**config.mk**
```make
export PLATFORM = sky130hd
export DESIGN_NAME = five_channel_interval_timer
export DESIGN_NICKNAME = d
export VERILOG_FILES = /design/src/interval_timer_pkg.sv /design/src/timer_group.sv /design/src/five_channel_interval_timer.sv
export VERILOG_INCLUDE_DIRS = /design/src
export SDC_FILE = /design/constraint.sdc
export NUM_CORES = 1
export LEC_CHECK = 0
export BUFFER_PORTS_ARGS = -buffer_cell sky130_fd_sc_hd__clkbuf_2
export CORE_ASPECT_RATIO = 1.2
export CORE_MARGIN = 1.5
export CORE_UTILIZATION = 58
export DETAILED_ROUTE_END_ITERATION = 8
export PLACE_DENSITY = 0.75
export SYNTH_ARGS = -nofsm -noshare
export SYNTH_HDL_FRONTEND = slang
export SYNTH_SLANG_ARGS = --single-unit
```
**constraint.sdc**
```tcl
create_clock -name SYS_CLK_I -period 4.05 [get_ports SYS_CLK_I]
set_clock_uncertainty 0.2 [all_clocks]
set_input_delay 0.81 -clock SYS_CLK_I [delete_from_list [all_inputs] [get_ports SYS_CLK_I]]
set_output_delay 0.81 -clock SYS_CLK_I [all_outputs]
set_load 0.005 [all_outputs]
```
**src/interval_timer_regs.svh**
```systemverilog
// Constants of the five-channel interval timer: field positions,
// element codes, command codes and reset values.
// Included by bare name by the package-using design files.
`ifndef INTERVAL_TIMER_REGS_SVH
`define INTERVAL_TIMER_REGS_SVH
// Data pointer element codes inside a counter group
`define ELEM_MODE 2'h0
`define ELEM_LOAD 2'h1
`define ELEM_HOLD 2'h2
`define ELEM_ALARM 2'h3
// Group pointer code of the control group and its elements
`define GRP_CTRL 3'h7
`define CTRL_ELEM_MASTER 2'h0
`define CTRL_ELEM_ALARM1 2'h1
`define CTRL_ELEM_ALARM2 2'h2
`define CTRL_ELEM_STATUS 2'h3
// Command code fields
`define CMD_CLASS_MSB 7
`define CMD_CLASS_LSB 5
`define CMD_SUB_MSB 4
`define CMD_SUB_LSB 3
`define CMD_SEL_LSB 0
`define CMD_SUB_CLEAR 2'h0
`define CMD_SUB_SET 2'h1
`define CMD_SUB_STEP 2'h2
// Counter mode register fields
`define MODE_GMODE_MSB 2
`define MODE_GMODE_LSB 0
`define MODE_GPICK_MSB 4
`define MODE_GPICK_LSB 3
`define MODE_SRC_MSB 8
`define MODE_SRC_LSB 5
`define MODE_FALL_BIT 12
`define MODE_ALARM_BIT 13
`define MODE_REPEAT_BIT 14
// Master mode register fields
`define MASTER_DIV_MSB 3
`define MASTER_DIV_LSB 0
`define MASTER_SRC_MSB 7
`define MASTER_SRC_LSB 4
// Status register bit positions
`define STAT_OUT_LSB 1
`define STAT_BYTE_BIT 6
// Source codes: 0-4 source pins, 5-9 gate pins, 10-14 scaler taps
`define SRC_COUNT 15
`define SRC_DEFAULT 4'hA
// Scaler taps, one per frequency step
`define TAP_F1 0
`define TAP_F2 3
`define TAP_F3 7
`define TAP_F4 11
`define TAP_F5 15
// Reset values
`define MODE_RESET 16'h0000
`define MASTER_RESET 16'h0000
`define WORD_RESET 16'h0000
`endif

```
**src/interval_timer_pkg.sv**
```systemverilog
// Types shared by the interval timer design files.
// Assumes the constants header is compiled alongside.
package interval_timer_pkg;
  typedef enum logic [2:0] {
    CMD_POINTER,
    CMD_ARM,
    CMD_LOAD,
    CMD_LOAD_ARM,
    CMD_DISARM_SAVE,
    CMD_SAVE,
    CMD_DISARM,
    CMD_OUTPUT
  } cmd_kind_t;
  typedef enum logic [2:0] {
    GATE_NONE,
    GATE_HIGH,
    GATE_LOW,
    GATE_RISE,
    GATE_FALL
  } gate_mode_t;
endpackage

```
**src/timer_group.sv**
```systemverilog
// One counter group: mode, preset, capture and optional alarm
// registers, a 16-bit down counter and the group's output flop.
// Assumes all strobes are one-cycle pulses on the system clock.
`timescale 1ns/1ns
`include "interval_timer_regs.svh"
module timer_group #(
  parameter bit HAS_ALARM = 1'b0
) (
  input wire logic clk_i,
  input wire logic rst_n_i,
  input wire logic [14:0] src_i,
  input wire logic gate_own_i,
  input wire logic gate_up_i,
  input wire logic gate_dn_i,
  input wire logic wr_i,
  input wire logic [1:0] wr_elem_i,
  input wire logic wr_hi_i,
  input wire logic [7:0] wr_data_i,
  input wire logic arm_i,
  input wire logic disarm_i,
  input wire logic load_i,
  input wire logic save_i,
  input wire logic step_i,
  input wire logic set_out_i,
  input wire logic clr_out_i,
  output logic [15:0] mode_o,
  output logic [15:0] load_o,
  output logic [15:0] hold_o,
  output logic [15:0] alarm_o,
  output logic out_o
);
  logic [15:0] cnt_reg, cnt_next;
  logic armed_reg, trig_reg, src_prev_reg, gate_prev_reg;
  logic [3:0] src_sel;
  logic src_lvl, tick, gate_lvl, gate_ok, advance, tc, match;
  interval_timer_pkg::gate_mode_t gmode;

  // Merge one byte into a 16-bit register
  function automatic logic [15:0] put_byte(input logic [15:0] old, input logic hi,
                                           input logic [7:0] b);
    put_byte = hi ? {b, old[7:0]} : {old[15:8], b};
  endfunction

  assign src_sel = mode_o[`MODE_SRC_MSB:`MODE_SRC_LSB];
  assign src_lvl = (src_sel < 4'(`SRC_COUNT)) ? src_i[src_sel] : src_i[`SRC_DEFAULT];
  assign tick = mode_o[`MODE_FALL_BIT] ? (src_prev_reg & ~src_lvl) : (~src_prev_reg & src_lvl);

  // gate of own, next or previous group
  assign gate_lvl = (mode_o[`MODE_GPICK_MSB:`MODE_GPICK_LSB] == 2'h1) ? gate_up_i :
                    (mode_o[`MODE_GPICK_MSB:`MODE_GPICK_LSB] == 2'h2) ? gate_dn_i : gate_own_i;
  assign gmode = interval_timer_pkg::gate_mode_t'(mode_o[`MODE_GMODE_MSB:`MODE_GMODE_LSB]);

  always_comb begin
    case (gmode)
      interval_timer_pkg::GATE_HIGH: gate_ok = gate_lvl;
      interval_timer_pkg::GATE_LOW: gate_ok = ~gate_lvl;
      interval_timer_pkg::GATE_RISE,
      interval_timer_pkg::GATE_FALL: gate_ok = trig_reg;
      default: gate_ok = 1'b1;
    endcase
  end

  // Counting down; terminal count reloads from the preset
  assign advance = (armed_reg & tick & gate_ok) | step_i;
  assign tc = advance & ~load_i & (cnt_reg <= 16'h0001);
  always_comb begin
    cnt_next = cnt_reg;
    if (load_i) begin
      cnt_next = load_o;
    end else if (tc) begin
      cnt_next = load_o;
    end else if (advance) begin
      cnt_next = cnt_reg - 16'h0001;
    end
  end

  // compare against the value just reached
  assign match = HAS_ALARM & (cnt_next == alarm_o);

  // Counter, arming and gate trigger state
  always_ff @(posedge clk_i or negedge rst_n_i) begin
    if (!rst_n_i) begin
      cnt_reg <= `WORD_RESET;
      armed_reg <= 1'b0;
      trig_reg <= 1'b0;
      src_prev_reg <= 1'b0;
      gate_prev_reg <= 1'b0;
    end else begin
      cnt_reg <= cnt_next;
      armed_reg <= arm_i | (armed_reg & ~disarm_i & ~(tc & ~mode_o[`MODE_REPEAT_BIT]));
      src_prev_reg <= src_lvl;
      gate_prev_reg <= gate_lvl;
      if ((gmode == interval_timer_pkg::GATE_RISE && gate_lvl && !gate_prev_reg) ||
          (gmode == interval_timer_pkg::GATE_FALL && !gate_lvl && gate_prev_reg)) begin
        trig_reg <= 1'b1;
      end else if (tc) begin
        trig_reg <= 1'b0;
      end
    end
  end

  // Host writes and capture; a save wins over a host write of hold
  always_ff @(posedge clk_i or negedge rst_n_i) begin
    if (!rst_n_i) begin
      mode_o <= `MODE_RESET;
      load_o <= `WORD_RESET;
      hold_o <= `WORD_RESET;
      alarm_o <= `WORD_RESET;
    end else begin
      if (wr_i && wr_elem_i == `ELEM_MODE) mode_o <= put_byte(mode_o, wr_hi_i, wr_data_i);
      if (wr_i && wr_elem_i == `ELEM_LOAD) load_o <= put_byte(load_o, wr_hi_i, wr_data_i);
      if (save_i) begin
        hold_o <= cnt_reg;
      end else if (wr_i && wr_elem_i == `ELEM_HOLD) begin
        hold_o <= put_byte(hold_o, wr_hi_i, wr_data_i);
      end
      if (HAS_ALARM && wr_i && wr_elem_i == `ELEM_ALARM) begin
        alarm_o <= put_byte(alarm_o, wr_hi_i, wr_data_i);
      end
    end
  end

  // alarm drives the pin when enabled
  always_ff @(posedge clk_i or negedge rst_n_i) begin
    if (!rst_n_i) begin
      out_o <= 1'b0;
    end else if (HAS_ALARM && mode_o[`MODE_ALARM_BIT]) begin
      out_o <= match;
    end else if (set_out_i) begin
      out_o <= 1'b1;
    end else if (clr_out_i) begin
      out_o <= 1'b0;
    end else if (tc) begin
      out_o <= ~out_o;
    end
  end
endmodule

```
**src/five_channel_interval_timer.sv**
```systemverilog
// Five-channel interval timer: host port, data pointer, frequency
// scaler, output divider and five counter groups.
// Assumes host strobes are synchronous to SYS_CLK_I and held at
// least one cycle; the data bus wire is resolved outside.
`timescale 1ns/1ns
`include "interval_timer_regs.svh"
module five_channel_interval_timer (
  input wire logic SYS_CLK_I,
  input wire logic ARST_N_I,
  input wire logic CHIP_SEL_I,
  input wire logic CTRL_SEL_I,
  input wire logic RD_I,
  input wire logic WR_I,
  input wire logic [7:0] HOST_DATA_LINES_I,
  output logic [7:0] HOST_DATA_LINES_O,
  output logic HOST_DATA_LINES_OE_N_O,
  input wire logic [4:0] GATE_I,
  input wire logic [4:0] SOURCE_I,
  output logic [4:0] COUNTER_OUT_O,
  output logic DIVIDED_FREQ_OUTPUT_O
);
  localparam int NGRP = 5;

  logic [2:0] ptr_grp_reg;
  logic [1:0] ptr_elem_reg;
  logic ptr_byte_reg;
  logic [15:0] master_reg;
  logic [15:0] scaler_reg;
  logic [3:0] div_cnt_reg;
  logic div_prev_reg;
  logic wr_prev_reg;
  logic rd_data_prev_reg;

  // Decode a command byte into its class
  function automatic interval_timer_pkg::cmd_kind_t cmd_kind(input logic [7:0] c);
    case (c[`CMD_CLASS_MSB:`CMD_CLASS_LSB])
      3'h0: cmd_kind = interval_timer_pkg::CMD_POINTER;
      3'h1: cmd_kind = interval_timer_pkg::CMD_ARM;
      3'h2: cmd_kind = interval_timer_pkg::CMD_LOAD;
      3'h3: cmd_kind = interval_timer_pkg::CMD_LOAD_ARM;
      3'h4: cmd_kind = interval_timer_pkg::CMD_DISARM_SAVE;
      3'h5: cmd_kind = interval_timer_pkg::CMD_SAVE;
      3'h6: cmd_kind = interval_timer_pkg::CMD_DISARM;
      default: cmd_kind = interval_timer_pkg::CMD_OUTPUT;
    endcase
  endfunction

  // Pick a source level from the 15-entry source set
  function automatic logic pick_src(input logic [14:0] s, input logic [3:0] sel);
    pick_src = (sel < 4'(`SRC_COUNT)) ? s[sel] : s[`SRC_DEFAULT];
  endfunction

  wire wr_cond = CHIP_SEL_I & ~RD_I & WR_I;
  wire rd_cond = CHIP_SEL_I & RD_I & ~WR_I;
  // One access per strobe: act on the first cycle of a write
  wire wr_start = wr_cond & ~wr_prev_reg;
  wire cmd_wr = wr_start & CTRL_SEL_I;
  wire data_wr = wr_start & ~CTRL_SEL_I;
  wire rd_data_now = rd_cond & ~CTRL_SEL_I;
  // A data read counts as done when its strobe drops
  wire rd_data_end = rd_data_prev_reg & ~rd_data_now;

  // Command fields
  interval_timer_pkg::cmd_kind_t kind;
  assign kind = cmd_kind(HOST_DATA_LINES_I);
  wire [4:0] cmd_sel = HOST_DATA_LINES_I[`CMD_SEL_LSB +: NGRP];
  wire [1:0] cmd_sub = HOST_DATA_LINES_I[`CMD_SUB_MSB:`CMD_SUB_LSB];
  wire [2:0] cmd_n = HOST_DATA_LINES_I[2:0];

  // Command classes as pulses
  wire do_ptr = cmd_wr & (kind == interval_timer_pkg::CMD_POINTER);
  wire do_arm = cmd_wr & ((kind == interval_timer_pkg::CMD_ARM) |
                          (kind == interval_timer_pkg::CMD_LOAD_ARM));
  wire do_load = cmd_wr & ((kind == interval_timer_pkg::CMD_LOAD) |
                           (kind == interval_timer_pkg::CMD_LOAD_ARM));
  wire do_disarm = cmd_wr & ((kind == interval_timer_pkg::CMD_DISARM) |
                             (kind == interval_timer_pkg::CMD_DISARM_SAVE));
  wire do_save = cmd_wr & ((kind == interval_timer_pkg::CMD_SAVE) |
                           (kind == interval_timer_pkg::CMD_DISARM_SAVE));
  wire do_out = cmd_wr & (kind == interval_timer_pkg::CMD_OUTPUT);
  // Codes with n of zero (sequencing control) touch no group
  wire do_set = do_out & (cmd_sub == `CMD_SUB_SET);
  wire do_clr = do_out & (cmd_sub == `CMD_SUB_CLEAR);
  wire do_step = do_out & (cmd_sub == `CMD_SUB_STEP);

  // Data port write targets in the control group
  wire ctrl_sel = (ptr_grp_reg == `GRP_CTRL);
  wire master_wr = data_wr & ctrl_sel & (ptr_elem_reg == `CTRL_ELEM_MASTER);
  wire alarm1_wr = data_wr & ctrl_sel & (ptr_elem_reg == `CTRL_ELEM_ALARM1);
  wire alarm2_wr = data_wr & ctrl_sel & (ptr_elem_reg == `CTRL_ELEM_ALARM2);
  // data access advances the byte bit
  wire byte_flip = data_wr | rd_data_end;

  always_ff @(posedge SYS_CLK_I or negedge ARST_N_I) begin
    if (!ARST_N_I) begin
      ptr_grp_reg <= 3'h0;
      ptr_elem_reg <= 2'h0;
      ptr_byte_reg <= 1'b0;
    end else if (do_ptr) begin
      ptr_grp_reg <= HOST_DATA_LINES_I[2:0];
      ptr_elem_reg <= HOST_DATA_LINES_I[4:3];
      ptr_byte_reg <= 1'b0;
    end else if (byte_flip) begin
      ptr_byte_reg <= ~ptr_byte_reg;
    end
  end

  // Strobe history for edge-based access
  always_ff @(posedge SYS_CLK_I or negedge ARST_N_I) begin
    if (!ARST_N_I) begin
      wr_prev_reg <= 1'b0;
      rd_data_prev_reg <= 1'b0;
    end else begin
      wr_prev_reg <= wr_cond;
      rd_data_prev_reg <= rd_data_now;
    end
  end

  // Master mode register, written a byte at a time
  always_ff @(posedge SYS_CLK_I or negedge ARST_N_I) begin
    if (!ARST_N_I) begin
      master_reg <= `MASTER_RESET;
    end else if (master_wr && ptr_byte_reg) begin
      master_reg[15:8] <= HOST_DATA_LINES_I;
    end else if (master_wr) begin
      master_reg[7:0] <= HOST_DATA_LINES_I;
    end
  end

  // free-running scaler on the system clock
  always_ff @(posedge SYS_CLK_I or negedge ARST_N_I) begin
    if (!ARST_N_I) begin
      scaler_reg <= 16'h0000;
    end else begin
      scaler_reg <= scaler_reg + 16'h0001;
    end
  end

  // common source set for groups and divider
  wire [4:0] taps = {scaler_reg[`TAP_F5], scaler_reg[`TAP_F4], scaler_reg[`TAP_F3],
                     scaler_reg[`TAP_F2], scaler_reg[`TAP_F1]};
  wire [14:0] src_set = {taps, GATE_I, SOURCE_I};

  // divider ratio 1 to 16, zero meaning 16
  wire div_lvl = pick_src(src_set, master_reg[`MASTER_SRC_MSB:`MASTER_SRC_LSB]);
  wire div_tick = div_lvl & ~div_prev_reg;
  wire [3:0] div_last = master_reg[`MASTER_DIV_MSB:`MASTER_DIV_LSB] - 4'h1;

  // Output is high for one source period in every N
  always_ff @(posedge SYS_CLK_I or negedge ARST_N_I) begin
    if (!ARST_N_I) begin
      div_cnt_reg <= 4'h0;
      div_prev_reg <= 1'b0;
      DIVIDED_FREQ_OUTPUT_O <= 1'b0;
    end else begin
      div_prev_reg <= div_lvl;
      if (div_tick) begin
        div_cnt_reg <= (div_cnt_reg >= div_last) ? 4'h0 : div_cnt_reg + 4'h1;
      end
      DIVIDED_FREQ_OUTPUT_O <= (div_cnt_reg == 4'h0);
    end
  end

  // Per-group readback words
  logic [15:0] g_mode [NGRP];
  logic [15:0] g_load [NGRP];
  logic [15:0] g_hold [NGRP];
  logic [15:0] g_alarm [NGRP];

  genvar gi;
  generate
    for (gi = 0; gi < NGRP; gi++) begin : grp
      // Pointer hits this group, or its alarm via the control group
      wire own_wr = data_wr & (ptr_grp_reg == 3'(gi + 1));
      wire alm_wr = (gi == 0) ? alarm1_wr : ((gi == 1) ? alarm2_wr : 1'b0);
      wire hit_n = (cmd_n == 3'(gi + 1));
      timer_group #(
        .HAS_ALARM((gi < 2) ? 1'b1 : 1'b0)
      ) u_group (
        .clk_i(SYS_CLK_I),
        .rst_n_i(ARST_N_I),
        .src_i(src_set),
        .gate_own_i(GATE_I[gi]),
        .gate_up_i(GATE_I[(gi + 1) % NGRP]),
        .gate_dn_i(GATE_I[(gi + NGRP - 1) % NGRP]),
        .wr_i(own_wr | alm_wr),
        .wr_elem_i(alm_wr ? `ELEM_ALARM : ptr_elem_reg),
        .wr_hi_i(ptr_byte_reg),
        .wr_data_i(HOST_DATA_LINES_I),
        .arm_i(do_arm & cmd_sel[gi]),
        .disarm_i(do_disarm & cmd_sel[gi]),
        .load_i(do_load & cmd_sel[gi]),
        .save_i(do_save & cmd_sel[gi]),
        .step_i(do_step & hit_n),
        .set_out_i(do_set & hit_n),
        .clr_out_i(do_clr & hit_n),
        .mode_o(g_mode[gi]),
        .load_o(g_load[gi]),
        .hold_o(g_hold[gi]),
        .alarm_o(g_alarm[gi]),
        .out_o(COUNTER_OUT_O[gi])
      );
    end
  endgenerate

  // Status: output pins and byte bit
  wire [7:0] status = {1'b0, ptr_byte_reg, COUNTER_OUT_O, 1'b0};

  // data port word picked by the pointer
  wire [2:0] gidx = ptr_grp_reg - 3'h1;
  wire grp_ok = (ptr_grp_reg >= 3'h1) && (ptr_grp_reg <= 3'(NGRP));
  logic [15:0] word;
  always_comb begin
    word = 16'h0000;
    if (ctrl_sel) begin
      if (ptr_elem_reg == `CTRL_ELEM_MASTER) begin
        word = master_reg;
      end else if (ptr_elem_reg == `CTRL_ELEM_ALARM1) begin
        word = g_alarm[0];
      end else if (ptr_elem_reg == `CTRL_ELEM_ALARM2) begin
        word = g_alarm[1];
      end else begin
        word = {8'h00, status};
      end
    end else if (grp_ok) begin
      if (ptr_elem_reg == `ELEM_MODE) begin
        word = g_mode[gidx];
      end else if (ptr_elem_reg == `ELEM_LOAD) begin
        word = g_load[gidx];
      end else if (ptr_elem_reg == `ELEM_HOLD) begin
        word = g_hold[gidx];
      end
    end
  end

  // low byte first on the 8-bit bus
  wire [7:0] data_byte = ptr_byte_reg ? word[15:8] : word[7:0];

  // drive only during a read, else release
  always_ff @(posedge SYS_CLK_I or negedge ARST_N_I) begin
    if (!ARST_N_I) begin
      HOST_DATA_LINES_O <= 8'h00;
      HOST_DATA_LINES_OE_N_O <= 1'b1;
    end else begin
      HOST_DATA_LINES_O <= CTRL_SEL_I ? status : data_byte;
      HOST_DATA_LINES_OE_N_O <= ~rd_cond;
    end
  end
endmodule

```
==> results.tsv, run 1 <==
stage	metric	value	unit
sta	Slew Viols, Final	0	
synthesis	post-synth top area share	44.1	%
setup_path	Crit. Startpoint	grp[1].u_group.mode_o[5]	
sta	Slew headroom	25.9	%
sta	number of setup violations in the final report	0	
synthesis	syn nets	2473	
synthesis	Post-synth EDFFs	0	
setup_path	r2r startpoint	grp[1].u_group.mode_o[5]	
route	Post-Route WL	87200	µm
final_layout	synth-to-layout area growth	14.4	%
power_and_ir_drop	power share of the clock group	30.8	%
synthesis	syn_area_per_cell	10.1	µm²
route	ANT nets after route	0	
final_layout	share of layout cells above drive strength 1	24.0	%
global_routing	overall global routing resource usage	40.7	%
sta	worst slew pin tran	1.11	ns
route	initial DRC count	2159	
final_layout	Finished Layout Cells	3127	
setup_path	CP endpoint kind	register	
cts	H-tree levels	2	
place	hpwl dp	62800	µm
synthesis	Seq/Total Area, Yosys	44.2	%
setup_path	WP buf/inv	1	
global_routing	largest net degree at the start of global routing	108	
synthesis	synth top area cells	dfrtp_1 (44%), mux2_2 (10%), mux4_2 (4.7%)	
cts	Clock Pin Slew Worst Setup and Hold Paths	0.06	ns
floorplan	die area	43400	µm²
outcome	status	complete, no violations	
cts	TritonCTS clock tree	done	
setup_path	worst setup path class	register to register	
floorplan	Die X	190	µm
final_layout	commonest non-fill, non-tap cell in the layout	dfrtp_1	
place	routability congestion estimate	1.00	
cts	CTS Buf Count	47	
setup_path	crit-path max cell delay	0.58	ns
power_and_ir_drop	Int Power	9.33	mW
floorplan	die height	228	µm
cts	CTS max path bufs	3	
floorplan	Starting Density	58.7	%
final_layout	commonest cells after routing, fill and taps aside	dfrtp_1 (427), nand2_1 (243), mux2_2 (219)	
setup_path	CP Launch Type	register	
synthesis	Syn Inst Count	2426	
setup_path	critical path arrival	4.23	ns
sta	worst hold slack	0.112	ns
job	number of max-cap violations	0	
power_and_ir_drop	P_sw	5.31	mW
setup_path	Required @ worst endpoint	4.36	ns
synthesis	Synth Flop Type	dfrtp_1	
setup_path	delay-heaviest family, CP	compound AO/OA/AOI/OAI gates	
power_and_ir_drop	switch share	36.3	%
synthesis	register bit total from synthesis	432	
sta	minimum clock period	3.92	ns
cts	CTS Sinks	432	
power_and_ir_drop	P per Cell Area	524	nW/µm²
setup_path	Crit path top cell by count	xor2_1	
power_and_ir_drop	sequential power share	39.3	%
sta	Setup Total Neg Slack	0	ns
route	vias per cell	6.72	
global_routing	vias in the first global route	20761	
global_routing	initial antenna violation count	1	
sta	Final period util	96.8	%
global_routing	GR Overflow Total	0	
sta	Max Clk Rate	255	MHz
sta	Final Hold Fails	0	
cts	Post-CTS Hold Fix Bufs	0	
route	via count	21009	
floorplan	Ports	39	
power_and_ir_drop	Max IR drop VDD	0.417	mV
synthesis	Post-synth ARST share	100	%
synthesis	Ys Warns	0	
setup_path	CP cell instances	buf_4, xor2_1, o211ai_1, o2bb2ai_2, or4_4, a31oi_1, xor2_1, mux2i_1, a211o_1, or4_1, o31ai_1	
power_and_ir_drop	leak pwr	12.4	nW
final_layout	fin nets	2591	
cts	clock root buffer	clkbuf_16	
route	Residual DRC	0	
worst_hold_path	Worst Hold Class	primary input to async pin	
route	WL/cell	27.9	µm
setup_path	r2r setup slk	0.13	ns
place	Placed Cells	3041	
synthesis	post-synth top area cell	dfrtp_1	
cts	clk_lat worst skew	0.60	ns
power_and_ir_drop	Final Total Pwr	14.6	mW
synthesis	Post-Syn Area	24400	µm²
final_layout	Util after Layout	67.1	%
place	Port Buf Inserts	38	
setup_path	crit path max-delay cell type	or4_4	
power_and_ir_drop	combinational share of power	30.0	%
global_routing	first-pass GRT wire length	131000	µm
synthesis	Synth cell types	81	
setup_path	CP max FO	8	
floorplan	Cell Rows	82	
route	first drt pass iteration count	9	
sta	RSZ-0062 raised after global routing	false	
floorplan	Core Area	41700	µm²
-- per-stage QoR --
stage	area (µm²)	worst slack [ns]
after floorplan	24500	0.0570
after global placement	26300	-0.199
after detailed placement	26300	-0.256
after CTS	27900	0.0619
after global routing	28000	0.0299
final	28000	0.130
-- timing repair --
item                       4_1_cts  5_1_grt
gates resized for setup          0        7
setup endpoints to repair        0        2
hold endpoints to repair         0        0
buffers inserted                 0        0
-- area by class of cell --
class,count,area [µm²]
Antenna cell,1,2.50
Clock buffer,75,1440
Clock inverter,10,163
Fill cell,3246,13700
Inverter,45,169
Multi-Input combinational cell,1783,12900
Sequential cell,432,10800
Tap cell,546,683
Timing Repair Buffer,235,1820
-- path summary, 6_finish.rpt --
| path | end | depth (start not counted) |
|---|---|---|
| max | grp[1].u_group.out_o | 11 |
| min | grp[4].u_group.hold_o[13] | 1 |
| max reg2reg | grp[1].u_group.out_o | 11 |
| min reg2reg | scaler_reg[4] | 1 |
| max in group asynchronous | grp[2].u_group.cnt_reg[2] | 2 |
| min in group SYS_CLK_I | HOST_DATA_LINES_OE_N_O | 2 |
-- cells in the mapped netlist, drive strengths merged, types with 48 or more instances --
cell / number
a21oi: 140
clkbuf: 135
dfrtp: 431
mux2: 220
mux2i: 104
mux4: 51
nand2: 244
nand3: 59
nor2: 199
nor3: 48
o21ai: 194
xnor2: 60
-- cell families (layout without fill, tap and decap cells) --
logic type / Yosys count / after routing / synth area share [%]
AOI/OAI and AO/OA: 545 / 545 / 13.8
buffers and inverters: 211 / 365 / 3.47
muxes: 375 / 375 / 19.1
and+or+nand+nor: 733 / 733 / 14.2
adders and majority gates: 23 / 23 / 1.18
xor gates and xnor gates: 107 / 107 / 4.01
DFF: 432 / 432 / 44.2
other: 0 / 1 / 0
-- worst reg2reg max path: cells and delay by family (launching register included) --
| kind | cells | cell delay [ns] |
|---|---|---|
| multiplexers | 1 | 0.14 |
| AO/OA/AOI/OAI | 5 | 1.43 |
| XOR/XNOR | 2 | 0.38 |
| flip-flops | 1 | 0.50 |
| buffers and inverters | 1 | 0.20 |
| AND/OR/NAND/NOR | 2 | 0.98 |
-- per-layer routing --
layer	global-route usage [%]	up-vias	wire length [µm]
li1	-	9071	-
met3	6.28	314	6850
met4	26.3	0	6750
met2	65.2	1147	41100
met1	51.3	10477	32500
met5	0	-	0
-- power by group through the flow --
| stage | logic, mW | registers [mW] | clock network [mW] |
|---|---|---|---|
| 4_1_cts | 4.27 | 5.72 | 4.53 |
| 2_1_floorplan | 2.87 | 5.39 | 0 |
| 6_report | 4.39 | 5.75 | 4.50 |
| 5_1_grt | 4.71 | 5.81 | 4.71 |
| 3_3_place_gp | 4.16 | 5.76 | 0 |
| 3_5_place_dp | 4.24 | 5.79 | 0 |
No activity file was read; power rests on OpenSTA's default activity.
==> inputs of run 2 (changes only) <==
- PLACE_DENSITY: 0.75 -> default
- PLACE_DENSITY_LB_ADDON: default -> 0.15
==> run 2 against run 1 <==
Hold slack worse by 0.10 ns. Clock power is 2% higher. Register-to-register slack better by 0.03 ns. Critical endpoint is now HOST_DATA_LINES_O[2]. Power is 1.0% higher. Sequential share of layout area is 0.20 points lower. Via count hardly changed. Core utilization is 0.35 points higher.
==> results.tsv, run 2 (synthesis results as in run 1) <==
stage	metric	value	unit	change
outcome	status	complete, no violations		
cts	clock root buffer	clkbuf_16		
floorplan	Core Area	41700	µm²	unchanged
final_layout	Util after Layout	67.5	%	+0.35 points
place	Placed Instance Area	26500	µm²	+0.52%
setup_path	worst setup path class	register to register		
power_and_ir_drop	sequential power share	38.9	%	-0.4 points
cts	TritonCTS clock tree	done		
route	WL/cell	28.1	µm	+0.78%
cts	# resized after CTS	0		unchanged
floorplan	Starting Density	58.7	%	unchanged
final_layout	synth-to-layout area growth	15.0	%	
final_layout	commonest non-fill, non-tap cell in the layout	dfrtp_1		
cts	CTS Sinks	432		unchanged
place	Port Buf Inserts	38		unchanged
route	ANT nets after route	0		unchanged
sta	minimum clock period	3.89	ns	-0.0335 ns
power_and_ir_drop	switch share	35.8	%	-0.44 points
route	Post-Route WL	88200	µm	+1.2%
setup_path	CP max FO	15		+7
sta	Max Clk Rate	257	MHz	+0.86%
power_and_ir_drop	combinational share of power	30.0	%	about the same
floorplan	die area	43400	µm²	unchanged
sta	Slew headroom	8.83	%	-17 points
floorplan	Cell Rows	82		unchanged
worst_hold_path	Worst Hold Class	primary input to async pin		
global_routing	overall global routing resource usage	41.4	%	+0.70 points
final_layout	Finished Layout Cells	3140		+0.42%
setup_path	Required @ worst endpoint	4.27	ns	-0.09 ns
final_layout	Final Cell Area	28100	µm²	+0.52%
setup_path	CP Launch Type	register		
setup_path	r2r setup slk	0.16	ns	+0.03 ns
sta	Slew Viols, Final	0		unchanged
job	number of max-cap violations	0		unchanged
global_routing	initial antenna violation count	5		+4
setup_path	CP endpoint kind	register		
power_and_ir_drop	Final Total Pwr	14.8	mW	+1.0%
cts	CTS Buf Count	45		-4.3%
sta	Final Hold Fails	0		unchanged
global_routing	first-pass GRT wire length	132000	µm	+0.94%
place	hpwl dp	64200	µm	+2.3%
place	routability congestion estimate	0.986		-1.8%
route	Residual DRC	0		unchanged
route	via count	21012		+0.014%
sta	number of setup violations in the final report	0		unchanged
sta	RSZ-0062 raised after global routing	false		
global_routing	GR Overflow Total	0		unchanged
setup_path	critical path arrival	4.10	ns	-0.13 ns
final_layout	share of layout cells above drive strength 1	24.5	%	+0.49 points
route	first drt pass iteration count	7		-2
power_and_ir_drop	leak pwr	12.5	nW	+0.79%
global_routing	vias in the first global route	20945		+0.89%
final_layout	fin nets	2607		+0.62%
power_and_ir_drop	P_sw	5.30	mW	-0.23%
power_and_ir_drop	P per Cell Area	526	nW/µm²	+0.48%
cts	Post-CTS Hold Fix Bufs	0		unchanged
final_layout	commonest cells after routing, fill and taps aside	dfrtp_1 (428), nand2_1 (243), mux2_2 (219)		
floorplan	die height	228	µm	unchanged
route	vias per cell	6.69		-0.40%
sta	Final period util	96.0	%	-0.83 points
floorplan	Ports	39		unchanged
cts	H-tree levels	2		unchanged
final_layout	ant diodes	0		-1
place	Placed Cells	3059		+0.59%
cts	CTS max path bufs	3		unchanged
power_and_ir_drop	Int Power	9.49	mW	+1.7%
cts	clk_lat worst skew	0.59	ns	about the same
cts	Clock Pin Slew Worst Setup and Hold Paths	0.06	ns	about the same
power_and_ir_drop	Max IR drop VDD	0.461	mV	+11%
floorplan	Die X	190	µm	unchanged
sta	worst slew pin tran	1.37	ns	+0.255 ns
power_and_ir_drop	power share of the clock group	31.1	%	+0.3 points
route	initial DRC count	2251		+4.3%
cts	postcts setup bufs	0		unchanged
global_routing	largest net degree at the start of global routing	90		-17%
-- run 2: cell types whose count changed in the layout (fill, tap and decap cells not counted), sizes merged --
cell | before | now
buf | 198 | 216
clkbuf | 112 | 99
bufinv | 4 | 9
clkinv | 3 | 7
diode | 1 | 0
-- run 2: routing by layer --
metal	wire length, µm	GRT usage [%]
met2	41800	66.5
met3	6230	6.65
met5	23	0
met4	7480	29.8
met1	32700	50.5
-- run 2: cell type report --
type | instances | area (µm²)
clock inverter | 19 | 329
multi-input combinational | 1783 | 12900
clock buffer | 62 | 1290
inverter | 45 | 169
timing repair buffer | 253 | 1950
tap | 546 | 683
fill | 3254 | 13600
sequential | 432 | 10800
-- run 2: worst max-delay path: stages (launching register included) --
cell and delay [ns]:
dfrtp_4 0.47, inv_1 0.07, buf_4 0.18, ha_1 0.31, buf_4 0.24, nor2_1 0.76, a221o_1 0.27, a21oi_1 0.08
a311oi_1 0.39, a31oi_1 0.08, o22a_1 0.20, o21ai_0 0.45
-- run 2: power by group through the flow --
stage	registers, mW	logic [mW]	clock network, mW
5_1_grt	5.81	4.80	4.81
6_report	5.76	4.43	4.60
4_1_cts	5.72	4.31	4.64
3_3_place_gp	5.77	4.20	0
2_1_floorplan	5.39	2.87	0
3_5_place_dp	5.79	4.27	0
-- run 2: path summary, 6_finish.rpt --
path                                          start                   endpoint  depth (start not counted)
max                                  ptr_grp_reg[0]       HOST_DATA_LINES_O[2]                         11
min                                        ARST_N_I  grp[4].u_group.cnt_reg[5]                          1
max reg2reg                          ptr_grp_reg[0]       HOST_DATA_LINES_O[2]                         11
min reg2reg                grp[1].u_group.hold_o[3]   grp[1].u_group.hold_o[3]                          2
max in group asynchronous                  ARST_N_I   grp[1].u_group.mode_o[6]                          3
min in group SYS_CLK_I                         RD_I                wr_prev_reg                          2
-- run 2: through the flow --
| stage | setup TNS (ns) | setup WS (ns) | hold WS [ns] |
|---|---|---|---|
| finish | 0 | 0.163 | 0.0111 |
| floorplan | 0 | 0.0570 | 0.239 |
| global placement | -0.301 | -0.211 | 0.254 |
| global route | 0 | 0.0124 | 0.0916 |
| detailed placement | -0.357 | -0.234 | 0.265 |
| CTS | 0 | 0.0972 | 0.0661 |
